### src/common/adctp_pkg.sv
// Package for the test pattern and gain configuration block.
// Assumes a 50 MHz APB clock and 12-bit sample codes.
package adctp_pkg;
  // Register indexes as printed; byte address is index times four
  localparam logic [7:0] IDX_TP_CTRL = 8'h25;
  localparam logic [7:0] IDX_CODE1 = 8'h26;
  localparam logic [7:0] IDX_CODE2 = 8'h27;
  localparam logic [7:0] IDX_GLOBAL = 8'h29;
  localparam logic [7:0] IDX_GAIN_A = 8'h2a;
  localparam logic [7:0] IDX_GAIN_B = 8'h2b;
  // Seed, averaging and status registers that sit beside the block
  localparam logic [7:0] IDX_SEED_LO = 8'h23;
  localparam logic [7:0] IDX_SEED_HI = 8'h24;
  localparam logic [7:0] IDX_AVG_A = 8'h2c;
  localparam logic [7:0] IDX_AVG_B = 8'h2d;
  localparam logic [7:0] IDX_STATUS = 8'h30;
  // Pattern control, code, seed and global register fields
  localparam int TP_EXT_SYNC_BIT = 15;
  localparam int TP_SEED_SRC_BIT = 14;
  localparam int TP_LEN_BIT = 13;
  localparam int TP_PRBS_EN_BIT = 12;
  localparam int PATTERN_SOFTWARE_SYNC_BIT = 8;
  localparam int TP_RAMP_BIT = 6;
  localparam int TP_TOGGLE_BIT = 5;
  localparam int TP_CONST_BIT = 4;
  localparam int CODE_LOW_POS = 6;
  localparam int GLB_FILTER_BIT = 1;
  localparam int GLB_AVG_BIT = 0;
  localparam int SEED_HI_POS = 9;
  // Writable masks; reserved bits hold zero
  localparam logic [15:0] MASK_TP_CTRL = 16'hf07f;
  localparam logic [15:0] MASK_CODE = 16'hffc0;
  localparam logic [15:0] MASK_GLOBAL = 16'h0003;
  localparam logic [15:0] MASK_SEED_HI = 16'hfe00;
  localparam logic [15:0] MASK_AVG = 16'h06db;
  localparam logic [15:0] RESET_VALUE = 16'h0000;
  localparam logic [22:0] LFSR_FALLBACK = 23'h7f_ffff;
  typedef enum logic [1:0] {
    ADCTP_NORMAL, ADCTP_RAMP, ADCTP_TOGGLE, ADCTP_CONST
  } adctp_mode_t;
endpackage : adctp_pkg

### src/common/adctp_cfg_if.sv
// Settings passed from the register bank to the pattern generator.
// Assumes both ends run on the APB clock.
`timescale 1ns/1ps
`default_nettype none
interface adctp_cfg_if;
  logic sync;
  logic prbs_en;
  logic long_lfsr;
  logic seed_from_reg;
  logic [22:0] seed;
  adctp_pkg::adctp_mode_t mode;
  logic [11:0] code_one;
  logic [11:0] code_two;
  logic [11:0] sample;
  modport bank(output sync, prbs_en, long_lfsr, seed_from_reg, seed, mode,
    code_one, code_two, input sample);
  modport gen(input sync, prbs_en, long_lfsr, seed_from_reg, seed, mode,
    code_one, code_two, output sample);
endinterface : adctp_cfg_if
`default_nettype wire

### src/rtl/adctp_pattern_gen.sv
// Shared test pattern generator: ramp, toggle, constant and LFSR.
// Assumes sample_tick marks one output sample per cycle it is high.
`timescale 1ns/1ps
`default_nettype none
module adctp_pattern_gen (
  // Clock and reset
  input wire logic pclk,
  input wire logic presetn,
  // Sample pacing and data
  input wire logic sample_tick,
  input wire logic [11:0] adc_data,
  // Settings
  adctp_cfg_if.gen cfg
);
  logic [11:0] ramp_q, ramp_d;
  logic phase_q, phase_d;
  logic [22:0] lfsr_q, lfsr_d;
  logic [22:0] start;
  logic fb;

  always_comb begin
    start = cfg.seed_from_reg ? cfg.seed : adctp_pkg::LFSR_FALLBACK;
    if (start == 23'h00_0000) begin
      start = adctp_pkg::LFSR_FALLBACK;
    end
    // Length select: set picks the 23-bit polynomial
    fb = cfg.long_lfsr ? (lfsr_q[22] ^ lfsr_q[17])
                       : (lfsr_q[8] ^ lfsr_q[4]);
    ramp_d = ramp_q;
    phase_d = phase_q;
    lfsr_d = lfsr_q;
    if (cfg.sync) begin
      // Every generator restarts together so channels stay aligned
      ramp_d = 12'h000;
      phase_d = 1'b0;
      lfsr_d = start;
    end else if (sample_tick) begin
      ramp_d = ramp_q + 12'h001;
      phase_d = ~phase_q;
      lfsr_d = cfg.long_lfsr ? {lfsr_q[21:0], fb}
                             : {14'h0000, lfsr_q[7:0], fb};
    end
    if (cfg.prbs_en) begin
      cfg.sample = lfsr_q[11:0];
    end else begin
      case (cfg.mode)
        adctp_pkg::ADCTP_RAMP: cfg.sample = ramp_q;
        adctp_pkg::ADCTP_TOGGLE:
          cfg.sample = phase_q ? cfg.code_two : cfg.code_one;
        adctp_pkg::ADCTP_CONST: cfg.sample = cfg.code_one;
        default: cfg.sample = adc_data;
      endcase
    end
  end

  always_ff @(posedge pclk or negedge presetn) begin
    if (!presetn) begin
      ramp_q <= 12'h000;
      phase_q <= 1'b0;
      lfsr_q <= adctp_pkg::LFSR_FALLBACK;
    end else begin
      ramp_q <= ramp_d;
      phase_q <= phase_d;
      lfsr_q <= lfsr_d;
    end
  end
endmodule : adctp_pattern_gen
`default_nettype wire

### src/rtl/adctp_config_bank.sv
// APB register bank for test patterns, filter, averaging and gain.
// Assumes an APB master on pclk; the sync pin is asynchronous.
`timescale 1ns/1ps
`default_nettype none
module adctp_config_bank #(
  parameter int CHANNELS = 8
) (
  // Clock and reset
  input wire logic pclk,
  input wire logic presetn,
  // APB slave
  input wire logic psel,
  input wire logic penable,
  input wire logic pwrite,
  input wire logic [11:0] paddr,
  input wire logic [31:0] pwdata,
  output logic [31:0] prdata,
  output logic pready,
  output logic pslverr,
  // External sync pin and sample path
  input wire logic ext_sync_pin,
  input wire logic sample_tick,
  input wire logic [11:0] adc_data,
  output logic [11:0] test_sample,
  output logic pattern_sync,
  // Settings to the datapath
  output logic global_filter_en,
  output logic averaging_enable,
  output logic [2*CHANNELS-1:0] output_averaging_sel,
  output logic [4*CHANNELS-1:0] channel_gain
);
  ////////////////////////////////////////////////////////////////////////
  logic [15:0] tp_ctrl_q, tp_ctrl_d;
  logic [15:0] code1_q, code1_d;
  logic [15:0] code2_q, code2_d;
  logic [15:0] global_q, global_d;
  logic [15:0] gain_a_q, gain_a_d;
  logic [15:0] gain_b_q, gain_b_d;
  logic [15:0] seed_lo_q, seed_lo_d;
  logic [15:0] seed_hi_q, seed_hi_d;
  logic [15:0] avg_a_q, avg_a_d;
  logic [15:0] avg_b_q, avg_b_d;
  logic soft_sync_q, soft_sync_d;
  logic [31:0] prdata_q, prdata_d;
  logic pready_q, pready_d;
  logic pslverr_q, pslverr_d;
  logic [9:0] index;
  logic wr_cycle, rd_cycle, hit;
  logic [15:0] wdat;
  logic [15:0] rd_word;
  logic [11:0] test_sample_q, test_sample_d;

  assign index = paddr[11:2];
  assign wdat = pwdata[15:0];
  // Answer in the second access cycle: pready is registered
  assign wr_cycle = psel && penable && pwrite && !pready_q;
  assign rd_cycle = psel && penable && !pwrite && !pready_q;

  ////////////////////////////////////////////////////////////////////////
  // External sync pin: two flops, then edge detect on the second
  logic sync_m_q, sync_s_q, sync_p_q;
  logic hard_sync;

  always_ff @(posedge pclk or negedge presetn) begin
    if (!presetn) begin
      sync_m_q <= 1'b0;
      sync_s_q <= 1'b0;
      sync_p_q <= 1'b0;
    end else begin
      sync_m_q <= ext_sync_pin;
      sync_s_q <= sync_m_q;
      sync_p_q <= sync_s_q;
    end
  end

  assign hard_sync = tp_ctrl_q[adctp_pkg::TP_EXT_SYNC_BIT] &&
                     sync_s_q && !sync_p_q;

  ////////////////////////////////////////////////////////////////////////
  // Register writes and read mux
  always_comb begin
    tp_ctrl_d = tp_ctrl_q;
    code1_d = code1_q;
    code2_d = code2_q;
    global_d = global_q;
    gain_a_d = gain_a_q;
    gain_b_d = gain_b_q;
    seed_lo_d = seed_lo_q;
    seed_hi_d = seed_hi_q;
    avg_a_d = avg_a_q;
    avg_b_d = avg_b_q;
    soft_sync_d = 1'b0;
    hit = 1'b1;
    rd_word = 16'h0000;
    case (index)
      {2'b00, adctp_pkg::IDX_TP_CTRL}: rd_word = tp_ctrl_q;
      {2'b00, adctp_pkg::IDX_CODE1}: rd_word = code1_q;
      {2'b00, adctp_pkg::IDX_CODE2}: rd_word = code2_q;
      {2'b00, adctp_pkg::IDX_GLOBAL}: rd_word = global_q;
      {2'b00, adctp_pkg::IDX_GAIN_A}: rd_word = gain_a_q;
      {2'b00, adctp_pkg::IDX_GAIN_B}: rd_word = gain_b_q;
      {2'b00, adctp_pkg::IDX_SEED_LO}: rd_word = seed_lo_q;
      {2'b00, adctp_pkg::IDX_SEED_HI}: rd_word = seed_hi_q;
      {2'b00, adctp_pkg::IDX_AVG_A}: rd_word = avg_a_q;
      {2'b00, adctp_pkg::IDX_AVG_B}: rd_word = avg_b_q;
      {2'b00, adctp_pkg::IDX_STATUS}: rd_word = {4'h0, test_sample_q};
      default: hit = 1'b0;
    endcase
    if (wr_cycle) begin
      case (index)
        {2'b00, adctp_pkg::IDX_TP_CTRL}: begin
          // Sync bit self-clears; reads of it show zero
          tp_ctrl_d = wdat & adctp_pkg::MASK_TP_CTRL;
          soft_sync_d = wdat[adctp_pkg::PATTERN_SOFTWARE_SYNC_BIT];
        end
        {2'b00, adctp_pkg::IDX_CODE1}:
          code1_d = wdat & adctp_pkg::MASK_CODE;
        {2'b00, adctp_pkg::IDX_CODE2}:
          code2_d = wdat & adctp_pkg::MASK_CODE;
        {2'b00, adctp_pkg::IDX_GLOBAL}:
          global_d = wdat & adctp_pkg::MASK_GLOBAL;
        {2'b00, adctp_pkg::IDX_GAIN_A}: gain_a_d = wdat;
        {2'b00, adctp_pkg::IDX_GAIN_B}: gain_b_d = wdat;
        {2'b00, adctp_pkg::IDX_SEED_LO}: seed_lo_d = wdat;
        {2'b00, adctp_pkg::IDX_SEED_HI}:
          seed_hi_d = wdat & adctp_pkg::MASK_SEED_HI;
        {2'b00, adctp_pkg::IDX_AVG_A}:
          avg_a_d = wdat & adctp_pkg::MASK_AVG;
        {2'b00, adctp_pkg::IDX_AVG_B}:
          avg_b_d = wdat & adctp_pkg::MASK_AVG;
        default: begin
        end
      endcase
    end
  end

  always_comb begin
    pready_d = psel && penable && !pready_q;
    pslverr_d = psel && penable && !pready_q && !hit;
    prdata_d = prdata_q;
    if (rd_cycle) begin
      prdata_d = {16'h0000, rd_word};
    end
  end

  ////////////////////////////////////////////////////////////////////////
  // Pattern generator and its settings
  adctp_cfg_if cfg ();
  logic pattern_sync_q;
  adctp_pkg::adctp_mode_t mode;

  always_comb begin
    if (tp_ctrl_q[adctp_pkg::TP_RAMP_BIT]) begin
      mode = adctp_pkg::ADCTP_RAMP;
    end else if (tp_ctrl_q[adctp_pkg::TP_TOGGLE_BIT]) begin
      mode = adctp_pkg::ADCTP_TOGGLE;
    end else if (tp_ctrl_q[adctp_pkg::TP_CONST_BIT]) begin
      mode = adctp_pkg::ADCTP_CONST;
    end else begin
      mode = adctp_pkg::ADCTP_NORMAL;
    end
  end

  assign cfg.sync = soft_sync_q || hard_sync;
  assign cfg.prbs_en = tp_ctrl_q[adctp_pkg::TP_PRBS_EN_BIT];
  assign cfg.long_lfsr = tp_ctrl_q[adctp_pkg::TP_LEN_BIT];
  assign cfg.seed_from_reg = tp_ctrl_q[adctp_pkg::TP_SEED_SRC_BIT];
  assign cfg.seed = {seed_hi_q[15:adctp_pkg::SEED_HI_POS], seed_lo_q};
  assign cfg.mode = mode;
  assign cfg.code_one = {tp_ctrl_q[1:0],
                         code1_q[15:adctp_pkg::CODE_LOW_POS]};
  assign cfg.code_two = {tp_ctrl_q[3:2],
                         code2_q[15:adctp_pkg::CODE_LOW_POS]};
  assign test_sample_d = cfg.sample;

  adctp_pattern_gen u_gen (
    .pclk(pclk),
    .presetn(presetn),
    .sample_tick(sample_tick),
    .adc_data(adc_data),
    .cfg(cfg)
  );

  ////////////////////////////////////////////////////////////////////////
  // Per-channel gain and averaging outputs
  logic [4*CHANNELS-1:0] gain_q, gain_d;
  logic [2*CHANNELS-1:0] avg_sel_q, avg_sel_d;
  logic [31:0] avg_pack;

  // Averaging fields sit in 3-bit slots, two bits used, four per word
  assign avg_pack = {avg_b_q, avg_a_q};

  for (genvar c = 0; c < CHANNELS; c++) begin : g_ch
    if (c < 4) begin : g_lo
      assign gain_d[4*c +: 4] = gain_a_q[4*c +: 4];
    end else begin : g_hi
      assign gain_d[4*c +: 4] = gain_b_q[4*(7-c) +: 4];
    end
    // Field forced to zero while averaging is off
    assign avg_sel_d[2*c +: 2] = global_q[adctp_pkg::GLB_AVG_BIT] ?
      avg_pack[16*(c/4) + 3*(c%4) +: 2] : 2'b00;
  end

  always_ff @(posedge pclk or negedge presetn) begin
    if (!presetn) begin
      tp_ctrl_q <= adctp_pkg::RESET_VALUE;
      code1_q <= adctp_pkg::RESET_VALUE;
      code2_q <= adctp_pkg::RESET_VALUE;
      global_q <= adctp_pkg::RESET_VALUE;
      gain_a_q <= adctp_pkg::RESET_VALUE;
      gain_b_q <= adctp_pkg::RESET_VALUE;
      seed_lo_q <= adctp_pkg::RESET_VALUE;
      seed_hi_q <= adctp_pkg::RESET_VALUE;
      avg_a_q <= adctp_pkg::RESET_VALUE;
      avg_b_q <= adctp_pkg::RESET_VALUE;
      soft_sync_q <= 1'b0;
      prdata_q <= 32'h0000_0000;
      pready_q <= 1'b0;
      pslverr_q <= 1'b0;
      test_sample_q <= 12'h000;
      pattern_sync_q <= 1'b0;
      gain_q <= '0;
      avg_sel_q <= '0;
    end else begin
      tp_ctrl_q <= tp_ctrl_d;
      code1_q <= code1_d;
      code2_q <= code2_d;
      global_q <= global_d;
      gain_a_q <= gain_a_d;
      gain_b_q <= gain_b_d;
      seed_lo_q <= seed_lo_d;
      seed_hi_q <= seed_hi_d;
      avg_a_q <= avg_a_d;
      avg_b_q <= avg_b_d;
      soft_sync_q <= soft_sync_d;
      prdata_q <= prdata_d;
      pready_q <= pready_d;
      pslverr_q <= pslverr_d;
      test_sample_q <= test_sample_d;
      pattern_sync_q <= cfg.sync;
      gain_q <= gain_d;
      avg_sel_q <= avg_sel_d;
    end
  end

  assign prdata = prdata_q;
  assign pready = pready_q;
  assign pslverr = pslverr_q;
  assign test_sample = test_sample_q;
  assign pattern_sync = pattern_sync_q;
  assign global_filter_en = global_q[adctp_pkg::GLB_FILTER_BIT];
  assign averaging_enable = global_q[adctp_pkg::GLB_AVG_BIT];
  assign output_averaging_sel = avg_sel_q;
  assign channel_gain = gain_q;

  ////////////////////////////////////////////////////////////////////////
  // Checks
  a_soft_sync_pulse: assert property (@(posedge pclk) disable iff (!presetn)
    wr_cycle && index == {2'b00, adctp_pkg::IDX_TP_CTRL} &&
    wdat[adctp_pkg::PATTERN_SOFTWARE_SYNC_BIT] |=> ##1 pattern_sync)
    else $error("soft sync write gave no sync pulse");
  a_hard_sync_gate: assert property (@(posedge pclk) disable iff (!presetn)
    tp_ctrl_q[adctp_pkg::TP_EXT_SYNC_BIT] && sync_s_q && !sync_p_q
    |=> pattern_sync)
    else $error("enabled external sync gave no sync pulse");
  a_const_code: assert property (@(posedge pclk) disable iff (!presetn)
    mode == adctp_pkg::ADCTP_CONST && !cfg.prbs_en |=>
    test_sample == $past(cfg.code_one))
    else $error("constant pattern differs from first code");
  a_code_one_join: assert property (@(posedge pclk) disable iff (!presetn)
    cfg.code_one[11:10] == tp_ctrl_q[1:0] &&
    cfg.code_one[9:0] == code1_q[15:6])
    else $error("first code assembled wrongly");
  a_code_two_join: assert property (@(posedge pclk) disable iff (!presetn)
    cfg.code_two[11:10] == tp_ctrl_q[3:2] &&
    cfg.code_two[9:0] == code2_q[15:6])
    else $error("second code assembled wrongly");
  a_gain_high_order: assert property (@(posedge pclk) disable iff (!presetn)
    ##1 channel_gain[19:16] == $past(gain_b_q[15:12]) &&
    channel_gain[31:28] == $past(gain_b_q[3:0]))
    else $error("gain channels five to eight misplaced");
  a_gain_low_order: assert property (@(posedge pclk) disable iff (!presetn)
    ##1 channel_gain[15:12] == $past(gain_a_q[15:12]))
    else $error("gain channel four misplaced");
  a_avg_gate: assert property (@(posedge pclk) disable iff (!presetn)
    !averaging_enable |=> output_averaging_sel == '0)
    else $error("averaging field active while disabled");
  a_prbs_select: assert property (@(posedge pclk) disable iff (!presetn)
    cfg.prbs_en |-> cfg.sample == u_gen.lfsr_q[11:0])
    else $error("pseudo-random data not on output");
endmodule : adctp_config_bank
`default_nettype wire

### config.mk
export PLATFORM = sky130hd
export DESIGN_NAME = adctp_config_bank
export DESIGN_NICKNAME = d
export VERILOG_FILES = /design/src/common/adctp_pkg.sv /design/src/common/adctp_cfg_if.sv /design/src/rtl/adctp_pattern_gen.sv /design/src/rtl/adctp_config_bank.sv
export SDC_FILE = /design/constraint.sdc
export NUM_CORES = 1
export LEC_CHECK = 0
export BUFFER_PORTS_ARGS = -buffer_cell sky130_fd_sc_hd__buf_2
export CAP_MARGIN = 15
export CORE_ASPECT_RATIO = 2
export CORE_MARGIN = 2
export CORE_UTILIZATION = 35
export DETAILED_ROUTE_END_ITERATION = 8
export PLACE_DENSITY_LB_ADDON = 0.05
export SLEW_MARGIN = 10
export SYNTH_ARGS = -nofsm -noshare
export SYNTH_HDL_FRONTEND = slang
export SYNTH_HIERARCHICAL = 1
export SYNTH_SLANG_ARGS = --single-unit
### constraint.sdc
create_clock -name pclk -period 2.9 [get_ports pclk]
set_input_delay 0.145 -clock pclk [delete_from_list [all_inputs] [get_ports pclk]]
set_output_delay 0.145 -clock pclk [all_outputs]
set_load 0.005 [all_outputs]
Word level (Yosys, flattened, before mapping)
Cells that the tools add are included.
Storage, ports and cells
  flip-flop bits (word level): 223
  output and inout bits: 97
  logic and storage cells: 97
Cells by class
  add/sub/neg operators: 1
  equal/unequal tests: 14
  mux-type cells: 28
  bitwise operators: 3
  reductions and logical operators: 27
Operators with widths (count)
  16-bit case mux with 11 select lines: 1
  23-bit 2-to-1 mux: 5
  10-bit by 6-bit == test with 1-bit output (second input constant): 11
  12-bit 2-to-1 mux: 4
  12-bit case mux with 3 select lines: 1
  23-bit zero test: 1
  2-bit 2-to-1 mux: 11
  2-bit AND reduction: 10
  12-bit by 1-bit adder with 12-bit output (second input constant): 1
  11-bit OR reduction: 1
  1-bit logical AND: 9
  1-bit 2-to-1 mux: 6
  2-bit == test (second input constant): 2
  1-bit zero test: 4
  2-bit by 1-bit == test with 1-bit output (second input constant): 1
  2-bit nonzero test: 1
  1-bit bitwise XOR: 2
  1-bit logical OR: 1
  1-bit NOT: 1

Logic depth before layout (Yosys ltp)
  word-level depth: 6
  depth in mapped cells: 8
  depth with buffers taken out: 6

Modules after synthesis
The synthesis kept the hierarchy.
Modules (own cells, without submodules)
  adctp_config_bank: times used 1, cells an instance 546, area each 7663.6 µm², sequential area each 4679.5 µm²
  adctp_pattern_gen: times used 1, cells an instance 270, area each 2413.6 µm², sequential area each 929.6 µm²

Worst setup path after synthesis
Ideal clock, no wire load.
  path type: flip-flop to flip-flop
  from: register pready_q, in the netlist pready
  to: register tp_ctrl_q[12]
  data arrival time: 1697 ps
  setup slack: 1078 ps
  cell stages (with the launch flop): 7
  clock period less this slack: 1822 ps
  cells stage by stage: dfrtp_1 -> and3b_1 -> buf_2 -> nand3_4 -> nor3_1 -> buf_2 -> mux2_2
On the way
  word-level cells in the longest chain between the ends: 3
RTL lines
  start: declaration: RTL line adctp_config_bank.sv:45  | logic pready_q, pready_d;
  start signal: assignment: RTL line adctp_config_bank.sv:237  | pready_q <= pready_d;
  1-bit zero test: RTL line adctp_config_bank.sv:56  | assign wr_cycle = psel && penable && pwrite && !pready_q;
  1-bit logical AND: RTL line adctp_config_bank.sv:56
  2-bit AND reduction (no source line)
  end signal: assignment: RTL line adctp_config_bank.sv:206  | tp_ctrl_q <= adctp_pkg::RESET_VALUE;
  end signal: assignment: RTL line adctp_config_bank.sv:225  | tp_ctrl_q <= tp_ctrl_d;
  end: declaration: RTL line adctp_config_bank.sv:33  | logic [15:0] tp_ctrl_q, tp_ctrl_d;
Every way passes these cells.
A chain may end at the register's enable or synchronous reset.

Worst setup path in the final report
  from: register tp_ctrl_q[5]
  to: register test_sample_q[3], in the netlist test_sample[3]
On the way
  word-level cells in the longest chain between the ends: 5
  elaborated cells on any way between the ends: 7
  those cells by class: 3 x eq/ne; 4 x mux
RTL lines
  2-bit 2-to-1 mux *: RTL line adctp_config_bank.sv:155  | end else if (tp_ctrl_q[adctp_pkg::TP_TOGGLE_BIT]) begin
  2-bit 2-to-1 mux *: RTL line adctp_config_bank.sv:153  | if (tp_ctrl_q[adctp_pkg::TP_RAMP_BIT]) begin
  net cfg.mode[0]: RTL line adctp_cfg_if.sv:11  | adctp_pkg::adctp_mode_t mode;
  2-bit == test or 2-bit by 1-bit == test with 1-bit output (tied branches): RTL line adctp_pattern_gen.sv:46  | case (cfg.mode)
  12-bit case mux with 3 select lines *: RTL line adctp_pattern_gen.sv:46
  12-bit 2-to-1 mux *: RTL line adctp_pattern_gen.sv:43  | if (cfg.prbs_en) begin
  net cfg.sample[3]: RTL line adctp_cfg_if.sv:14  | logic [11:0] sample;
  end signal: assignment: RTL line adctp_config_bank.sv:239  | test_sample_q <= test_sample_d;
  end: declaration: RTL line adctp_config_bank.sv:51  | logic [11:0] test_sample_q, test_sample_d;
Mark *: on every way through the listed nets, which the timed path passes. The rest lies on a longest branch.

==> PnR_summary.wiki <==
{| class="wikitable"
! Metric !! Value
|-
| Outcome || finished clean
|-
| Largest fanout on the critical path || 15
|-
| Final hold violations || 0
|-
| Most common flop cell mapped by yosys || dfrtp_1
|-
| Slew HR || 43.1%
|-
| Layout cell share with drive strength beyond 1 || 36.6%
|-
| Highest attainable clock frequency || between 400 and 500 MHz
|-
| Final weighted congestion in routability-driven placement || between 0.8 and 0.9
|-
| Worst-Margin Slew || ~850 ps
|-
| Worst Setup Slack, final || 618 ps
|-
| Warning count from the yosys run || 6
|-
| Clock sink count || 223
|-
| Sequential-to-total area share from yosys stat || 55.7%
|-
| Total detailed-routing wirelength || between 30000 and 40000 um
|-
| Via count of the first global-routing pass || 7681
|-
| Area of the core region || about 28000 sq um
|-
| First-pass GRT wire length || 48500 um
|-
| Critical path cell sequence || inv_1 > a21o_1 > nand2b_1 > o22ai_1 > a221o_1 > o21ai_1
|-
| Antenna diode count || 0
|-
| Initial Util || 35.6%
|-
| Count of flip-flops with a built-in enable after synthesis || 0
|-
| Setup Skew || 29.8 ps
|-
| Pin count of the biggest net entering global routing || 107
|-
| Maxcap violations || 0
|-
| Share of the clock period used by the worst path || between 70% and 80%
|-
| Per-cell routed wire length || between 20 and 25 um
|-
| Sum of negative setup slack || 0 ps
|-
| Largest stage delay, worst path || 520 ps
|-
| CP startpoint kind || flip-flop
|-
| Start point of the worst hold path || pwdata[10]
|-
| Library cells used by synthesis || 67
|-
| Residual DRC || 0
|-
| Area growth, synth to finish || 18.2%
|-
| Per-cell via count in the routed design || approximately 5.5
|-
| Unrepaired setup endpoints after global routing || no
|-
| Post-layout net count || 1019
|-
| Depth of the most critical reg-to-reg path || 6
|-
| Worst Hold Path Cells || 2
|-
| Post-layout minimum cycle time || 2280 ps
|-
| Initial antenna violation count || 0
|-
| Final setup fails || 0
|-
| Root buffer selected by CTS || clkbuf_16
|-
| Count of mapped cells out of synthesis || roughly 820
|-
| # rows || 87
|-
| Worst reg2reg startpoint || tp_ctrl_q[5]
|-
| Cell Pwr Density || 592 nW/um^2
|-
| Post-synthesis async set-or-reset flop share || 100%
|-
| Post-CTS resize count || 0
|-
| Worst Hold Endpoint || seed_hi_q[10]
|-
| Number of fillers in the final layout || between 2000 and 3000
|-
| Hold-fix buffer count after cts || 13
|-
| Die footprint || 30200 sq um
|-
| Leakage power figure || approximately 5.7 nW
|-
| Final ANT Viol Nets || 0
|-
| Synthesized area per cell || 12.3 sq um
|-
| Terminus of the critical flop-to-flop path || test_sample[3]
|-
| Height of the die || 244 um
|-
| Register clock-pin slew on the reported worst setup and hold paths || 70 ps
|-
| Critical Path Slowest Stage Cell || nand2b_1
|-
| CTS tree || yes
|-
| Total number of vias || 7272
|-
| Max H-tree Level || 1
|-
| GR Util All Layers || 21.5%
|-
| Maximum buffer depth of the clock tree || 3
|-
| DR pass1 iterations || 5
|-
| Reg2reg setup slack || 620 ps
|-
| Post-synthesis sequential element count || 223
|-
| Post-CTS setup buffers || 0
|-
| Die X || 124 um
|-
| Cell area after synthesis || 10100 sq um
|-
| Capturing element type of the critical path || flip-flop
|-
| Worst Setup Slack post-DPL || 493 ps
|-
| Count of input and output buffers || 125
|-
| Path type of the worst setup path || flip-flop to flip-flop
|-
| Violation count after the first detailed-route iteration || around 560
|-
| Final-report max-slew violation count || 0
|-
| CP Data Arrival Time || 2710 ps
|-
| Required time at the worst-slack endpoint || 3330 ps
|-
| Worst-case vdd ir drop || around 0.00047 V
|-
| Type of the most critical hold path || primary input to flip-flop
|-
| Detailed-placement wirelength estimate || 23700 um
|-
| Number of buffers inserted during clock tree synthesis || 22
|-
| Number of placed I/O pins || 160
|-
| Clock Latency Late Sink || about 540 ps
|-
| Sum of overflow across all layers after global routing || 0
|}
[synthesized netlist by cell type, drive strengths merged, types with 3 or more instances]
| cell | instances | area, sq um |
|---|---|---|
| nor2 | 50 | 188 |
| dfrtp | 200 | 5000 |
| nand3 | 9 | 57.6 |
| and3b | 3 | 27.5 |
| a22oi | 8 | 60.1 |
| mux2i | 24 | 240 |
| inv | 6 | 22.5 |
| o211ai | 5 | 37.5 |
| o22ai | 13 | 81.3 |
| nand2b | 8 | 50.1 |
| and2 | 20 | 125 |
| a221oi | 7 | 61.3 |
| a32oi | 7 | 61.3 |
| and3 | 4 | 26.3 |
| a221o | 13 | 130 |
| o22a | 4 | 35.0 |
| dfstp | 23 | 604 |
| nand4 | 5 | 46.3 |
| mux4 | 3 | 67.6 |
| a222oi | 6 | 60.1 |
| o21ai | 29 | 145 |
| mux2 | 124 | 1420 |
| nand2 | 61 | 231 |
| nor2b | 7 | 43.8 |
| nor3 | 11 | 88.8 |
| nor4 | 7 | 58.8 |
| o31ai | 4 | 30.0 |
| or3 | 4 | 25.0 |
| o32a | 20 | 200 |
| a21oi | 21 | 105 |
| a31oi | 3 | 18.8 |
| xnor2 | 3 | 26.3 |
| clkbuf | 23 | 86.3 |
| buf | 44 | 288 |
| xor2 | 9 | 78.8 |
[routing by layer]
metal	GRT usage [%]	share of wire [%]	up-vias
li1	-	-	3245
met1	25.2	37	3716
met2	39.4	54	258
met3	2.36	4.8	53
met4	8.33	3.5	0
met5	0	0	-
[worst max path at each step]
stage                       from        endpoint
floorplan                 pready   tp_ctrl_q[12]
global placement        paddr[9]   seed_lo_q[14]
detailed placement      paddr[9]   seed_lo_q[10]
CTS                 tp_ctrl_q[5]  test_sample[3]
global route        tp_ctrl_q[5]  test_sample[3]
finish              tp_ctrl_q[5]  test_sample[3]
[placed cells by master (no fill, tap or decap), types with 4 or more instances in the layout]
cell type,instances
or3_1,4
nor4_1,6
conb_1,16
clkinv_2,5
dfrtp_1,200
o22a_1,4
nor2b_1,7
a222oi_1,6
xor2_1,9
nor3_1,7
nor2_1,49
buf_2,124
nand4_1,4
mux2_4,7
o32a_1,20
mux2_2,117
clkbuf_16,22
buf_4,27
nand3_1,8
a32oi_1,7
nand2b_1,8
and2_1,20
mux2i_1,24
dlygate4sd3_1,13
clkbuf_1,7
o211ai_1,5
dfstp_2,23
a22oi_1,8
a21oi_1,21
clkbuf_8,4
o31ai_1,4
nand2_1,60
a221oi_1,7
o22ai_1,13
inv_1,6
a221o_1,13
o21ai_0,20
o21ai_1,9
[critical path, delay by kind of cell, from the launching register on]
| kind | cells | cell delay (ps) |
|---|---|---|
| AO/OA/AOI/OAI | 4 | 1190 |
| AND/OR/NAND/NOR | 1 | 520 |
| flip-flops | 1 | 410 |
| buffers and inverters | 1 | 60 |
[report_power, final]
part / switching [mW] / leakage (nW) / total [mW] / internal [mW]
sequential: 0.227 / 2.99 / 3.55 / 3.32
clock: 1.24 / 0.341 / 2.76 / 1.52
combinational: 0.414 / 2.36 / 0.748 / 0.335
total: 1.88 / 5.69 / 7.05 / 5.17
[cells by family (layout without fill, tap and decap cells)]
| family | Yosys count | in the layout | synth area share, % |
|---|---|---|---|
| AOI/OAI and AO/OA | 153 | 153 | 11.3 |
| DFF | 223 | 223 | 55.7 |
| and+or+nand+nor | 202 | 202 | 10.7 |
| other | 1 | 16 | 0.0372 |
| xor gates and xnor gates | 12 | 12 | 1.04 |
| muxes | 151 | 151 | 17.2 |
| adders and majority gates | 1 | 1 | 0.124 |
| buffers and inverters | 73 | 213 | 3.94 |
[state kept, by name, summed over array words and instances (netlist names), 10 cells and up]
name                  cells
tp_ctrl_q                11
gain_b_q                 16
output_averaging_sel     16
test_sample              12
channel_gain             32
prdata                   16
code1_q                  10
code2_q                  10
gain_a_q                 16
seed_lo_q                16
u_gen/lfsr_q             23
u_gen/ramp_q             12
[final cells by class]
type | instances | area [sq um] | share of cell area [%]
Inverter | 6 | 22.5 | 0.189
Tap cell | 356 | 445 | 3.74
Clock inverter | 7 | 52.6 | 0.441
Multi-Input combinational cell | 535 | 4150 | 34.8
Clock buffer | 33 | 632 | 5.30
Sequential cell | 223 | 5610 | 47.1
Timing Repair Buffer | 167 | 1010 | 8.46
[metrics by stage]
| stage | utilization, % | instance area (sq um) | hold WS, ps | power [mW] | std cells |
|---|---|---|---|---|---|
| floorplan | - | 10100 | -151 | 4.00 | 831 |
| global placement | 39.2 | 11100 | 247 | 4.30 | 1274 |
| detailed placement | 39.2 | 11100 | 256 | 4.33 | 1274 |
| CTS | 42.1 | 11900 | 3.22 | 7.13 | 1327 |
| global route | 42.1 | 11900 | 19.9 | 7.35 | 1327 |
| finish | 42.1 | 11900 | 17.3 | 7.05 | 1327 |
Power figures use the tool's default switching activity.
